==> src/pkg/line_ctrl_pkg.sv <==
// package: register map, reset values and limits of the line controller
package line_ctrl_pkg;
    localparam int unsigned LINES = 32;
    localparam int unsigned AW = 8;
    localparam logic [7:0] OFF_OWN_EN = 8'h00;
    localparam logic [7:0] OFF_OWN_DIS = 8'h04;
    localparam logic [7:0] OFF_OWN_ST = 8'h08;
    localparam logic [7:0] OFF_OE_EN = 8'h10;
    localparam logic [7:0] OFF_OE_DIS = 8'h14;
    localparam logic [7:0] OFF_OE_ST = 8'h18;
    localparam logic [7:0] OFF_FLT_EN = 8'h20;
    localparam logic [7:0] OFF_FLT_DIS = 8'h24;
    localparam logic [7:0] OFF_FLT_ST = 8'h28;
    localparam logic [7:0] OFF_OUT_SET = 8'h30;
    localparam logic [7:0] OFF_OUT_CLR = 8'h34;
    localparam logic [7:0] OFF_OUT_DATA = 8'h38;
    localparam logic [7:0] OFF_PIN_ST = 8'h3c;
    localparam logic [7:0] OFF_CHG_EN = 8'h40;
    localparam logic [7:0] OFF_CHG_DIS = 8'h44;
    localparam logic [7:0] OFF_CHG_MASK = 8'h48;
    localparam logic [7:0] OFF_CHG_ST = 8'h4c;
    localparam logic [7:0] OFF_MD_EN = 8'h50;
    localparam logic [7:0] OFF_MD_DIS = 8'h54;
    localparam logic [7:0] OFF_MD_ST = 8'h58;
    localparam logic [7:0] OFF_PU_DIS = 8'h60;
    localparam logic [7:0] OFF_PU_EN = 8'h64;
    localparam logic [7:0] OFF_PU_ST = 8'h68;
    localparam logic [7:0] OFF_SEL_A = 8'h70;
    localparam logic [7:0] OFF_SEL_B = 8'h74;
    localparam logic [7:0] OFF_SEL_ST = 8'h78;
    localparam logic [7:0] OFF_OW_EN = 8'ha0;
    localparam logic [7:0] OFF_OW_DIS = 8'ha4;
    localparam logic [7:0] OFF_OW_ST = 8'ha8;
    localparam logic [31:0] RST_ZERO = 32'h0000_0000;
    localparam logic [31:0] RST_OWN = 32'hffff_ffff;
    localparam logic [31:0] RST_HAS_PERIPH = 32'hffff_ffff;
    localparam int unsigned IRQ_SRC_MIN = 2;
    localparam int unsigned IRQ_SRC_MAX = 31;
    localparam int unsigned IRQ_SRC_DEF = 2;
    localparam logic [1:0] RESP_OKAY = 2'h0;
    localparam logic [1:0] RESP_SLVERR = 2'h2;
endpackage

==> src/pkg/line_if.sv <==
// interface: sampled pin levels and change pulses between top and sampler
`timescale 1ns/1ps
`default_nettype none
interface line_if;
    logic                                  clk;
    logic                                  rst_n;
    logic                                  ce;
    logic                                  sample_en;
    logic [line_ctrl_pkg::LINES-1:0]       pin_in;
    logic [line_ctrl_pkg::LINES-1:0]       filt_en;
    logic [line_ctrl_pkg::LINES-1:0]       level;
    logic [line_ctrl_pkg::LINES-1:0]       change;
    modport ctrl (output clk, rst_n, ce, sample_en, pin_in, filt_en,
                  input level, change);
    modport sampler (input clk, rst_n, ce, sample_en, pin_in, filt_en,
                     output level, change);
endinterface
`default_nettype wire

==> src/line_sampler.sv <==
// module: per-line input sampling, glitch filter and change detection
`timescale 1ns/1ps
`default_nettype none
module line_sampler
(
    line_if.sampler lif
);
    genvar i;
    // one slice per line, same bit index everywhere
    generate
        for (i = 0; i < line_ctrl_pkg::LINES; i++)
        begin : g_line
            logic raw_r;
            logic prev_r;
            logic lvl_r;
            logic lvl_nxt;
            // filter: a level must hold two samples to pass
            always_comb
            begin
                if (!lif.filt_en[i] || (raw_r == prev_r))
                    lvl_nxt = raw_r;
                else
                    lvl_nxt = lvl_r;
            end
            // sampling stops with the gated clock, level stays frozen
            always_ff @(posedge lif.clk)
            begin
                if (!lif.rst_n)
                begin
                    raw_r <= 1'b0;
                    prev_r <= 1'b0;
                    lvl_r <= 1'b0;
                end
                else if (lif.ce && lif.sample_en)
                begin
                    raw_r <= lif.pin_in[i];
                    prev_r <= raw_r;
                    lvl_r <= lvl_nxt;
                end
            end
            assign lif.level[i] = lvl_r;
            // new level against last cycle's level
            assign lif.change[i] = lif.ce && lif.sample_en
                                   && (lvl_nxt != lvl_r);
        end
    endgenerate
endmodule // line_sampler
`default_nettype wire

==> src/line_controller.sv <==
// module: programmable i/o line controller with an axi4-lite slave
//
// The register offsets and the AXI4-Lite interface to the registers are this design's own decisions.
`timescale 1ns/1ps
`default_nettype none
module line_controller
#(
    parameter logic [31:0] HAS_PERIPH = line_ctrl_pkg::RST_HAS_PERIPH,
    parameter logic [31:0] OWN_RESET  = line_ctrl_pkg::RST_OWN,
    parameter int unsigned IRQ_SOURCE = line_ctrl_pkg::IRQ_SRC_DEF
)
(
    input  wire logic        aclk,
    input  wire logic        aresetn,
    input  wire logic        ce,
    input  wire logic        periph_clk_en,
    input  wire logic [7:0]  s_axi_awaddr,
    input  wire logic        s_axi_awvalid,
    output logic             s_axi_awready,
    input  wire logic [31:0] s_axi_wdata,
    input  wire logic [3:0]  s_axi_wstrb,
    input  wire logic        s_axi_wvalid,
    output logic             s_axi_wready,
    output logic [1:0]       s_axi_bresp,
    output logic             s_axi_bvalid,
    input  wire logic        s_axi_bready,
    input  wire logic [7:0]  s_axi_araddr,
    input  wire logic        s_axi_arvalid,
    output logic             s_axi_arready,
    output logic [31:0]      s_axi_rdata,
    output logic [1:0]       s_axi_rresp,
    output logic             s_axi_rvalid,
    input  wire logic        s_axi_rready,
    input  wire logic [31:0] pad_in,
    output logic [31:0]      pad_out,
    output logic [31:0]      pad_oe_n,
    output logic [31:0]      pullup_en,
    input  wire logic [31:0] periph_a_out,
    input  wire logic [31:0] periph_a_oe,
    input  wire logic [31:0] periph_b_out,
    input  wire logic [31:0] periph_b_oe,
    output logic [31:0]      periph_in,
    output logic             irq
);
    logic        aw_v_r;
    logic [7:0]  aw_addr_r;
    logic        w_v_r;
    logic [31:0] w_data_r;
    logic [3:0]  w_strb_r;
    logic        bvalid_r;
    logic [1:0]  bresp_r;
    logic        rvalid_r;
    logic [31:0] rdata_r;
    logic [1:0]  rresp_r;
    logic        do_wr;
    logic        do_rd;
    logic [31:0] wdm;
    logic        wr_known;
    logic [31:0] own_r;
    logic [31:0] oe_r;
    logic [31:0] flt_r;
    logic [31:0] od_r;
    logic [31:0] ie_r;
    logic [31:0] isr_r;
    logic [31:0] md_r;
    logic [31:0] pu_r;
    logic [31:0] sel_r;
    logic [31:0] ow_r;
    logic        clk_on_r;
    logic [31:0] rd_nxt;
    logic        rd_ok;
    logic [31:0] drv_val;
    logic [31:0] drv_en;
    line_if      lif ();

    // write data bits whose byte lane is strobed
    assign wdm = w_data_r & {{8{w_strb_r[3]}}, {8{w_strb_r[2]}},
                             {8{w_strb_r[1]}}, {8{w_strb_r[0]}}};

    // strobed bits of a write to one offset, zero otherwise
    function automatic logic [31:0] hit(input logic [7:0] off);
        hit = (do_wr && (aw_addr_r == off)) ? wdm : line_ctrl_pkg::RST_ZERO;
    endfunction

    // address and data are held until both are here, in either order
    assign s_axi_awready = !aw_v_r && !bvalid_r;
    assign s_axi_wready = !w_v_r && !bvalid_r;
    assign do_wr = aw_v_r && w_v_r && !bvalid_r;
    always_ff @(posedge aclk)
    begin
        if (!aresetn)
        begin
            aw_v_r <= 1'b0;
            aw_addr_r <= 8'h00;
            w_v_r <= 1'b0;
            w_data_r <= line_ctrl_pkg::RST_ZERO;
            w_strb_r <= 4'h0;
        end
        else if (ce)
        begin
            if (s_axi_awvalid && s_axi_awready)
            begin
                aw_v_r <= 1'b1;
                aw_addr_r <= s_axi_awaddr;
            end
            else if (do_wr)
                aw_v_r <= 1'b0;
            if (s_axi_wvalid && s_axi_wready)
            begin
                w_v_r <= 1'b1;
                w_data_r <= s_axi_wdata;
                w_strb_r <= s_axi_wstrb;
            end
            else if (do_wr)
                w_v_r <= 1'b0;
        end
    end

    // writable offsets; status and read-only ones answer slverr
    always_comb
    begin
        unique case (aw_addr_r)
            line_ctrl_pkg::OFF_OWN_EN, line_ctrl_pkg::OFF_OWN_DIS,
            line_ctrl_pkg::OFF_OE_EN, line_ctrl_pkg::OFF_OE_DIS,
            line_ctrl_pkg::OFF_FLT_EN, line_ctrl_pkg::OFF_FLT_DIS,
            line_ctrl_pkg::OFF_OUT_SET, line_ctrl_pkg::OFF_OUT_CLR,
            line_ctrl_pkg::OFF_OUT_DATA, line_ctrl_pkg::OFF_CHG_EN,
            line_ctrl_pkg::OFF_CHG_DIS, line_ctrl_pkg::OFF_MD_EN,
            line_ctrl_pkg::OFF_MD_DIS, line_ctrl_pkg::OFF_PU_DIS,
            line_ctrl_pkg::OFF_PU_EN, line_ctrl_pkg::OFF_SEL_A,
            line_ctrl_pkg::OFF_SEL_B, line_ctrl_pkg::OFF_OW_EN,
            line_ctrl_pkg::OFF_OW_DIS: wr_known = 1'b1;
            default: wr_known = 1'b0;
        endcase
    end

    // write response, one cycle after both halves are held
    always_ff @(posedge aclk)
    begin
        if (!aresetn)
        begin
            bvalid_r <= 1'b0;
            bresp_r <= line_ctrl_pkg::RESP_OKAY;
        end
        else if (ce)
        begin
            if (do_wr)
            begin
                bvalid_r <= 1'b1;
                bresp_r <= wr_known ? line_ctrl_pkg::RESP_OKAY
                                    : line_ctrl_pkg::RESP_SLVERR;
            end
            else if (s_axi_bready)
                bvalid_r <= 1'b0;
        end
    end
    assign s_axi_bvalid = bvalid_r;
    assign s_axi_bresp = bresp_r;

    // set/clear configuration bits; writes need no peripheral clock
    always_ff @(posedge aclk)
    begin
        if (!aresetn)
        begin
            own_r <= OWN_RESET | ~HAS_PERIPH;
            oe_r <= line_ctrl_pkg::RST_ZERO;
            flt_r <= line_ctrl_pkg::RST_ZERO;
            ow_r <= line_ctrl_pkg::RST_ZERO; // direct-write mode starts off
            ie_r <= line_ctrl_pkg::RST_ZERO;
            md_r <= line_ctrl_pkg::RST_ZERO;
            pu_r <= line_ctrl_pkg::RST_ZERO; // all pull-ups on
            sel_r <= line_ctrl_pkg::RST_ZERO;
        end
        else if (ce)
        begin
            own_r <= ((own_r | hit(line_ctrl_pkg::OFF_OWN_EN))
                     & ~hit(line_ctrl_pkg::OFF_OWN_DIS)) | ~HAS_PERIPH;
            oe_r <= (oe_r | hit(line_ctrl_pkg::OFF_OE_EN))
                    & ~hit(line_ctrl_pkg::OFF_OE_DIS);
            flt_r <= (flt_r | hit(line_ctrl_pkg::OFF_FLT_EN))
                     & ~hit(line_ctrl_pkg::OFF_FLT_DIS);
            ow_r <= (ow_r | hit(line_ctrl_pkg::OFF_OW_EN))
                    & ~hit(line_ctrl_pkg::OFF_OW_DIS);
            ie_r <= (ie_r | hit(line_ctrl_pkg::OFF_CHG_EN))
                    & ~hit(line_ctrl_pkg::OFF_CHG_DIS);
            md_r <= (md_r | hit(line_ctrl_pkg::OFF_MD_EN))
                    & ~hit(line_ctrl_pkg::OFF_MD_DIS);
            pu_r <= (pu_r | hit(line_ctrl_pkg::OFF_PU_DIS))
                    & ~hit(line_ctrl_pkg::OFF_PU_EN);
            sel_r <= (sel_r | hit(line_ctrl_pkg::OFF_SEL_B))
                     & ~hit(line_ctrl_pkg::OFF_SEL_A);
        end
    end

    // output data: set/clear, or one masked direct write
    always_ff @(posedge aclk)
    begin
        if (!aresetn)
            od_r <= line_ctrl_pkg::RST_ZERO;
        else if (ce)
        begin
            if (do_wr && (aw_addr_r == line_ctrl_pkg::OFF_OUT_DATA))
                od_r <= (od_r & ~ow_r) | (w_data_r & ow_r);
            else
                od_r <= (od_r | hit(line_ctrl_pkg::OFF_OUT_SET))
                        & ~hit(line_ctrl_pkg::OFF_OUT_CLR);
        end
    end

    // clock gate state, off until the power manager enables it
    always_ff @(posedge aclk)
    begin
        if (!aresetn)
            clk_on_r <= 1'b0;
        else if (ce)
            clk_on_r <= periph_clk_en;
    end

    // sampler only runs while the peripheral clock is on
    assign lif.clk = aclk;
    assign lif.rst_n = aresetn;
    assign lif.ce = ce;
    assign lif.sample_en = clk_on_r;
    assign lif.pin_in = pad_in;
    assign lif.filt_en = flt_r;
    line_sampler u_sampler (
        .lif (lif.sampler)
    );

    // change flags: reading clears, a new change in that cycle wins
    assign do_rd = s_axi_arvalid && s_axi_arready;
    always_ff @(posedge aclk)
    begin
        if (!aresetn)
            isr_r <= line_ctrl_pkg::RST_ZERO;
        else if (ce)
        begin
            if (do_rd && (s_axi_araddr == line_ctrl_pkg::OFF_CHG_ST))
                isr_r <= lif.change;
            else
                isr_r <= isr_r | lif.change;
        end
    end

    // interrupt never fires with the clock gated
    assign irq = clk_on_r && ((isr_r & ie_r) != line_ctrl_pkg::RST_ZERO);

    // read mux; unmapped offsets read zero with slverr
    always_comb
    begin
        rd_ok = 1'b1;
        unique case (s_axi_araddr)
            line_ctrl_pkg::OFF_OWN_ST:   rd_nxt = own_r;
            line_ctrl_pkg::OFF_OE_ST:    rd_nxt = oe_r;
            line_ctrl_pkg::OFF_FLT_ST:   rd_nxt = flt_r;
            line_ctrl_pkg::OFF_OUT_DATA: rd_nxt = od_r;
            line_ctrl_pkg::OFF_PIN_ST:   rd_nxt = lif.level;
            line_ctrl_pkg::OFF_CHG_MASK: rd_nxt = ie_r;
            line_ctrl_pkg::OFF_CHG_ST:   rd_nxt = isr_r;
            line_ctrl_pkg::OFF_MD_ST:    rd_nxt = md_r;
            line_ctrl_pkg::OFF_PU_ST:    rd_nxt = pu_r;
            line_ctrl_pkg::OFF_SEL_ST:   rd_nxt = sel_r;
            line_ctrl_pkg::OFF_OW_ST:    rd_nxt = ow_r;
            default:
            begin
                rd_nxt = line_ctrl_pkg::RST_ZERO;
                rd_ok = 1'b0;
            end
        endcase
    end

    // read answer one cycle after the address is taken
    assign s_axi_arready = !rvalid_r;
    always_ff @(posedge aclk)
    begin
        if (!aresetn)
        begin
            rvalid_r <= 1'b0;
            rdata_r <= line_ctrl_pkg::RST_ZERO;
            rresp_r <= line_ctrl_pkg::RESP_OKAY;
        end
        else if (ce)
        begin
            if (do_rd)
            begin
                rvalid_r <= 1'b1;
                rdata_r <= rd_nxt;
                rresp_r <= rd_ok ? line_ctrl_pkg::RESP_OKAY
                                 : line_ctrl_pkg::RESP_SLVERR;
            end
            else if (s_axi_rready)
                rvalid_r <= 1'b0;
        end
    end
    assign s_axi_rvalid = rvalid_r;
    assign s_axi_rdata = rdata_r;
    assign s_axi_rresp = rresp_r;

    // pad drive: owner picks controller or peripheral a/b
    assign drv_val = (own_r & od_r) | (~own_r & ((sel_r & periph_b_out)
                     | (~sel_r & periph_a_out)));
    assign drv_en = (own_r & oe_r) | (~own_r & ((sel_r & periph_b_oe)
                    | (~sel_r & periph_a_oe)));

    // multi-drive only pulls low, high comes from a pull-up
    always_ff @(posedge aclk)
    begin
        if (!aresetn)
        begin
            pad_out <= line_ctrl_pkg::RST_ZERO;
            pad_oe_n <= ~line_ctrl_pkg::RST_ZERO;
            pullup_en <= ~line_ctrl_pkg::RST_ZERO;
        end
        else if (ce)
        begin
            pad_out <= drv_val & ~md_r;
            pad_oe_n <= ~(drv_en & (~md_r | ~drv_val));
            pullup_en <= ~pu_r;
        end
    end

    // peripherals see the raw pin; change detection uses the sampled, filtered level
    assign periph_in = pad_in;
endmodule // line_controller
`default_nettype wire

==> config.mk <==
export PLATFORM = sky130hd
export DESIGN_NAME = line_controller
export DESIGN_NICKNAME = d
export VERILOG_FILES = /design/src/pkg/line_ctrl_pkg.sv /design/src/pkg/line_if.sv /design/src/line_sampler.sv /design/src/line_controller.sv
export SDC_FILE = /design/constraint.sdc
export NUM_CORES = 2
export LEC_CHECK = 0
export BUFFER_PORTS_ARGS = -buffer_cell sky130_fd_sc_hd__buf_2
export CORE_MARGIN = 2
export CORE_UTILIZATION = 35
export CTS_CLUSTER_DIAMETER = 30
export DETAILED_ROUTE_END_ITERATION = 12
export MAX_ROUTING_LAYER = met4
export PLACE_DENSITY = 0.57
export SYNTH_ARGS = -nofsm -noshare
export SYNTH_HDL_FRONTEND = slang
export SYNTH_SLANG_ARGS = --single-unit
==> constraint.sdc <==
create_clock -name aclk -period 3.5 [get_ports aclk]
set_input_delay 0.7 -clock aclk [delete_from_list [all_inputs] [get_ports aclk]]
set_output_delay 0.7 -clock aclk [all_outputs]
set_load 0.05 [all_outputs]
==> flow_summary.json <==
{
  "place_inst": 4849,
  "multi_input_area_mm2": 0.01541,
  "vdd_drop_max_mv": 0.4147,
  "vias_per_cell": 5.944,
  "rr_startpoint": "aw_v_r",
  "hold_violations": 0,
  "worstPathMaxFanout": 3,
  "drv_cap": 1,
  "min_to": "aw_addr_r[3]",
  "cts.clk_slew.worst_paths_ns": 0.04,
  "leakagePower_nw": 13.65,
  "wl_per_cell_um": 25.03,
  "synth_area_per_cell_um2": 7.867,
  "fill_cells": 8010,
  "mostFrequentLayoutCells": "dfxtp_1, nand2_1, o21ai_0",
  "stdcell_count": 5126,
  "die_area_mm2": 0.08440,
  "final_common_cell": "dfxtp_1",
  "syn_to_final_growth_pct": 28.48,
  "ys_seq_area_share_pct": 41.46,
  "rsz0062_at_grt": "no",
  "ys_dominant_reg_cell": "dfxtp_1",
  "antenna_found_initial": 4,
  "regToRegSetupSlack_ns": 0.67,
  "drt.antenna.violating_nets": 0,
  "rr_worst_depth": 7,
  "layout_setup_ws_ns": 0.4886,
  "skew_ns": 0.02828,
  "whs_ns": 0.2220,
  "fin_crit_sh_pct": 86.04,
  "holdCritStartpoint": "s_axi_awaddr[3]",
  "cts_setup_buffers": 0,
  "relSlewSlack_pct": -4.382,
  "clk-insertion-delay-late_ns": 0.74,
  "grt_max_degree": 145,
  "portBuffers": 388,
  "cts-root-buf": "clkbuf_16",
  "path_class": "reg -> out",
  "synth-async-reset-ratio_pct": 0,
  "worst_setup_path_end_kind": "primary output",
  "grt_pass1_vias": 27820,
  "place_hpwl_mm": 85.33,
  "drc": 0,
  "core_mm2": 0.08172,
  "cts-resized-gates": 0,
  "grt_pass1_wl_mm": 186.5,
  "start_kind": "register",
  "synthMuxAreaShare_pct": 5.147,
  "max_freq_ghz": 0.3321,
  "yosysWarnings": 0,
  "whs_path_depth": 3,
  "synth_xor_area_share_pct": 0.9450,
  "yosysUniqueCellTypes": 72,
  "overflow": 0,
  "hold_class": "in -> reg",
  "ctsHoldBuffers": 0,
  "setup_violations": 0,
  "postRouteWirelength_mm": 128.3,
  "synthCells": 3652,
  "die_w_um": 290.5,
  "die_height_um": 290.5,
  "track_usage_pct": 30.15,
  "cts_tree": "yes",
  "arrival_ns": 2.31,
  "timing.rr.end": "own_r[8]",
  "maxSlewViolCount": 4,
  "synthSimpleGateAreaFrac_pct": 19.68,
  "nets": 4150,
  "synth_top_family_by_area": "compound AO/OA/AOI/OAI gates",
  "status": "finished, violations left",
  "gp_congestion": 0.9897,
  "finalSetupTns_ns": 0,
  "worst_slew_pin_slew_ns": 1.544,
  "ios": 391,
  "fp-row-count": 105,
  "synth_compound_area_share_pct": 27.46,
  "finalCoreUtilization_pct": 45.17,
  "post_synth_fa_ha_maj_area_fraction_pct": 0,
  "post-place-ws_ns": 0.4184,
  "synth.cell_area_mm2": 0.02873,
  "clockBufferDepth": 3,
  "vias": 30470,
  "start_util_pct": 35.16,
  "cts.sinks": 595,
  "h-tree-depth": 4,
  "drt_pass1_iterations": 8,
  "synth_edf_count": 0,
  "ys_seq_elements": 595,
  "ff_latch_area_mm2": 0.01191,
  "powerDensity_mw_per_mm2": 625.9,
  "drtIter0Drc": 4186,
  "fin_crit_ns": 3.011,
  "numCtsBuffers": 148,
  "violations": "max-capacitance violations, max-slew violations",
  "cp_data_required_time_ns": 2.80,
  "drive_gt1_share_pct": 19.82
}
## logic make-up after synthesis
| family | count (synthesis) |
|---|---|
| mux | 120 |
| xor+xnor | 31 |
| compound gates | 1316 |
| other cells | 1 |
| flops | 595 |
| buf+inv | 355 |
| simple gates | 1234 |
## layer usage
metal	GRT usage, %	share of wire [%]
met1	37.33	40
met2	44.63	44
met3	7.548	10
met4	17.21	5.9
met5	-	0
## worst max-delay path by stage
stage | start | depth (start not counted) | slack (ns) | end
3_5_place_dp | s_axi_araddr[7] | 7 | 0.42 | s_axi_rdata[22]
3_3_place_gp | s_axi_araddr[7] | 7 | 0.32 | s_axi_rdata[18]
4_1_cts | ie_r[6] | 4 | 0.49 | irq
2_1_floorplan | s_axi_araddr[4] | 7 | 1.07 | s_axi_rdata[21]
5_1_grt | ie_r[6] | 4 | 0.47 | irq
6_report | ie_r[6] | 4 | 0.49 | irq
## power breakdown
part,internal [mW],total (mW),switching [mW]
clock network,10.6,15.1,4.51
registers,6.85,6.95,0.0954
logic,0.306,1.06,0.750
total,17.7,23.1,5.36
## metrics by stage
| step | total power, mW | cell area [um^2] |
|---|---|---|
| after global placement | 8.093 | 31380 |
| final | 23.10 | 36910 |
| after CTS | 23.21 | 36900 |
| after detailed placement | 8.101 | 31380 |
| after global routing | 23.66 | 36910 |
| after floorplan | 7.663 | 28740 |
## area by class of cell
cell class / instances / area share [%]
clock inverters: 82 / 3.695
clock buffers: 191 / 11.26
multi-input cells: 2703 / 41.74
inverters: 10 / 0.1220
diodes: 4 / 0.02712
flip-flops and latches: 595 / 32.27
repair buffers: 471 / 7.261
well taps: 1070 / 3.627
## state kept, by name (all words and copies together), names as in the netlist, 4 cells and up, named ones only
name,flops
flt_r,32
ie_r,32
isr_r,32
md_r,32
oe_r,32
ow_r,32
own_r,32
pad_oe_n,32
pad_out,32
pu_r,32
pullup_en,32
s_axi_rdata,32
sel_r,32
u_sampler.g_line.lvl_r,32
u_sampler.g_line.prev_r,32
u_sampler.g_line.raw_r,32
w_data_r,32
aw_addr_r,8
w_strb_r,4
## synthesized netlist by cell type (4+ instances only)
cell type | count | share of area, %
a21oi_1 | 428 | 7.5
a311oi_1 | 7 | 0.21
nand3b_1 | 37 | 0.97
and2_1 | 8 | 0.17
nor3_1 | 12 | 0.21
nand2b_1 | 33 | 0.72
xor2_1 | 29 | 0.88
and4_1 | 33 | 1.0
o21bai_1 | 30 | 0.78
or2_2 | 5 | 0.11
nand3_1 | 34 | 0.59
inv_1 | 8 | 0.10
or3_1 | 33 | 0.72
nand2_1 | 555 | 7.3
a22o_1 | 13 | 0.40
nor4_2 | 5 | 0.22
a22oi_1 | 89 | 2.3
o21ai_0 | 479 | 8.3
buf_1 | 16 | 0.21
nor2b_1 | 41 | 0.89
mux4_2 | 20 | 1.6
buf_4 | 34 | 0.89
and3_1 | 68 | 1.5
mux2i_1 | 78 | 2.7
o311ai_1 | 31 | 0.94
a211oi_1 | 23 | 0.60
a222oi_1 | 32 | 1.1
a221oi_1 | 39 | 1.2
clkbuf_1 | 280 | 3.7
dfxtp_1 | 595 | 41
mux2_2 | 22 | 0.86
buf_2 | 8 | 0.14
nor2_1 | 339 | 4.4
nand4_1 | 5 | 0.11
and3b_1 | 4 | 0.12
a221o_1 | 33 | 1.1
a31oi_1 | 36 | 0.78
o22ai_1 | 18 | 0.39
a2111oi_0 | 33 | 1.0
buf_6 | 7 | 0.27
## critical path: stages (launching register included)
cell	delay, ns
dfxtp_1	0.42
a22oi_1	0.33
nand4_1	0.13
o41a_1	0.47
buf_2	0.24
(Power assumes the default switching activity.)
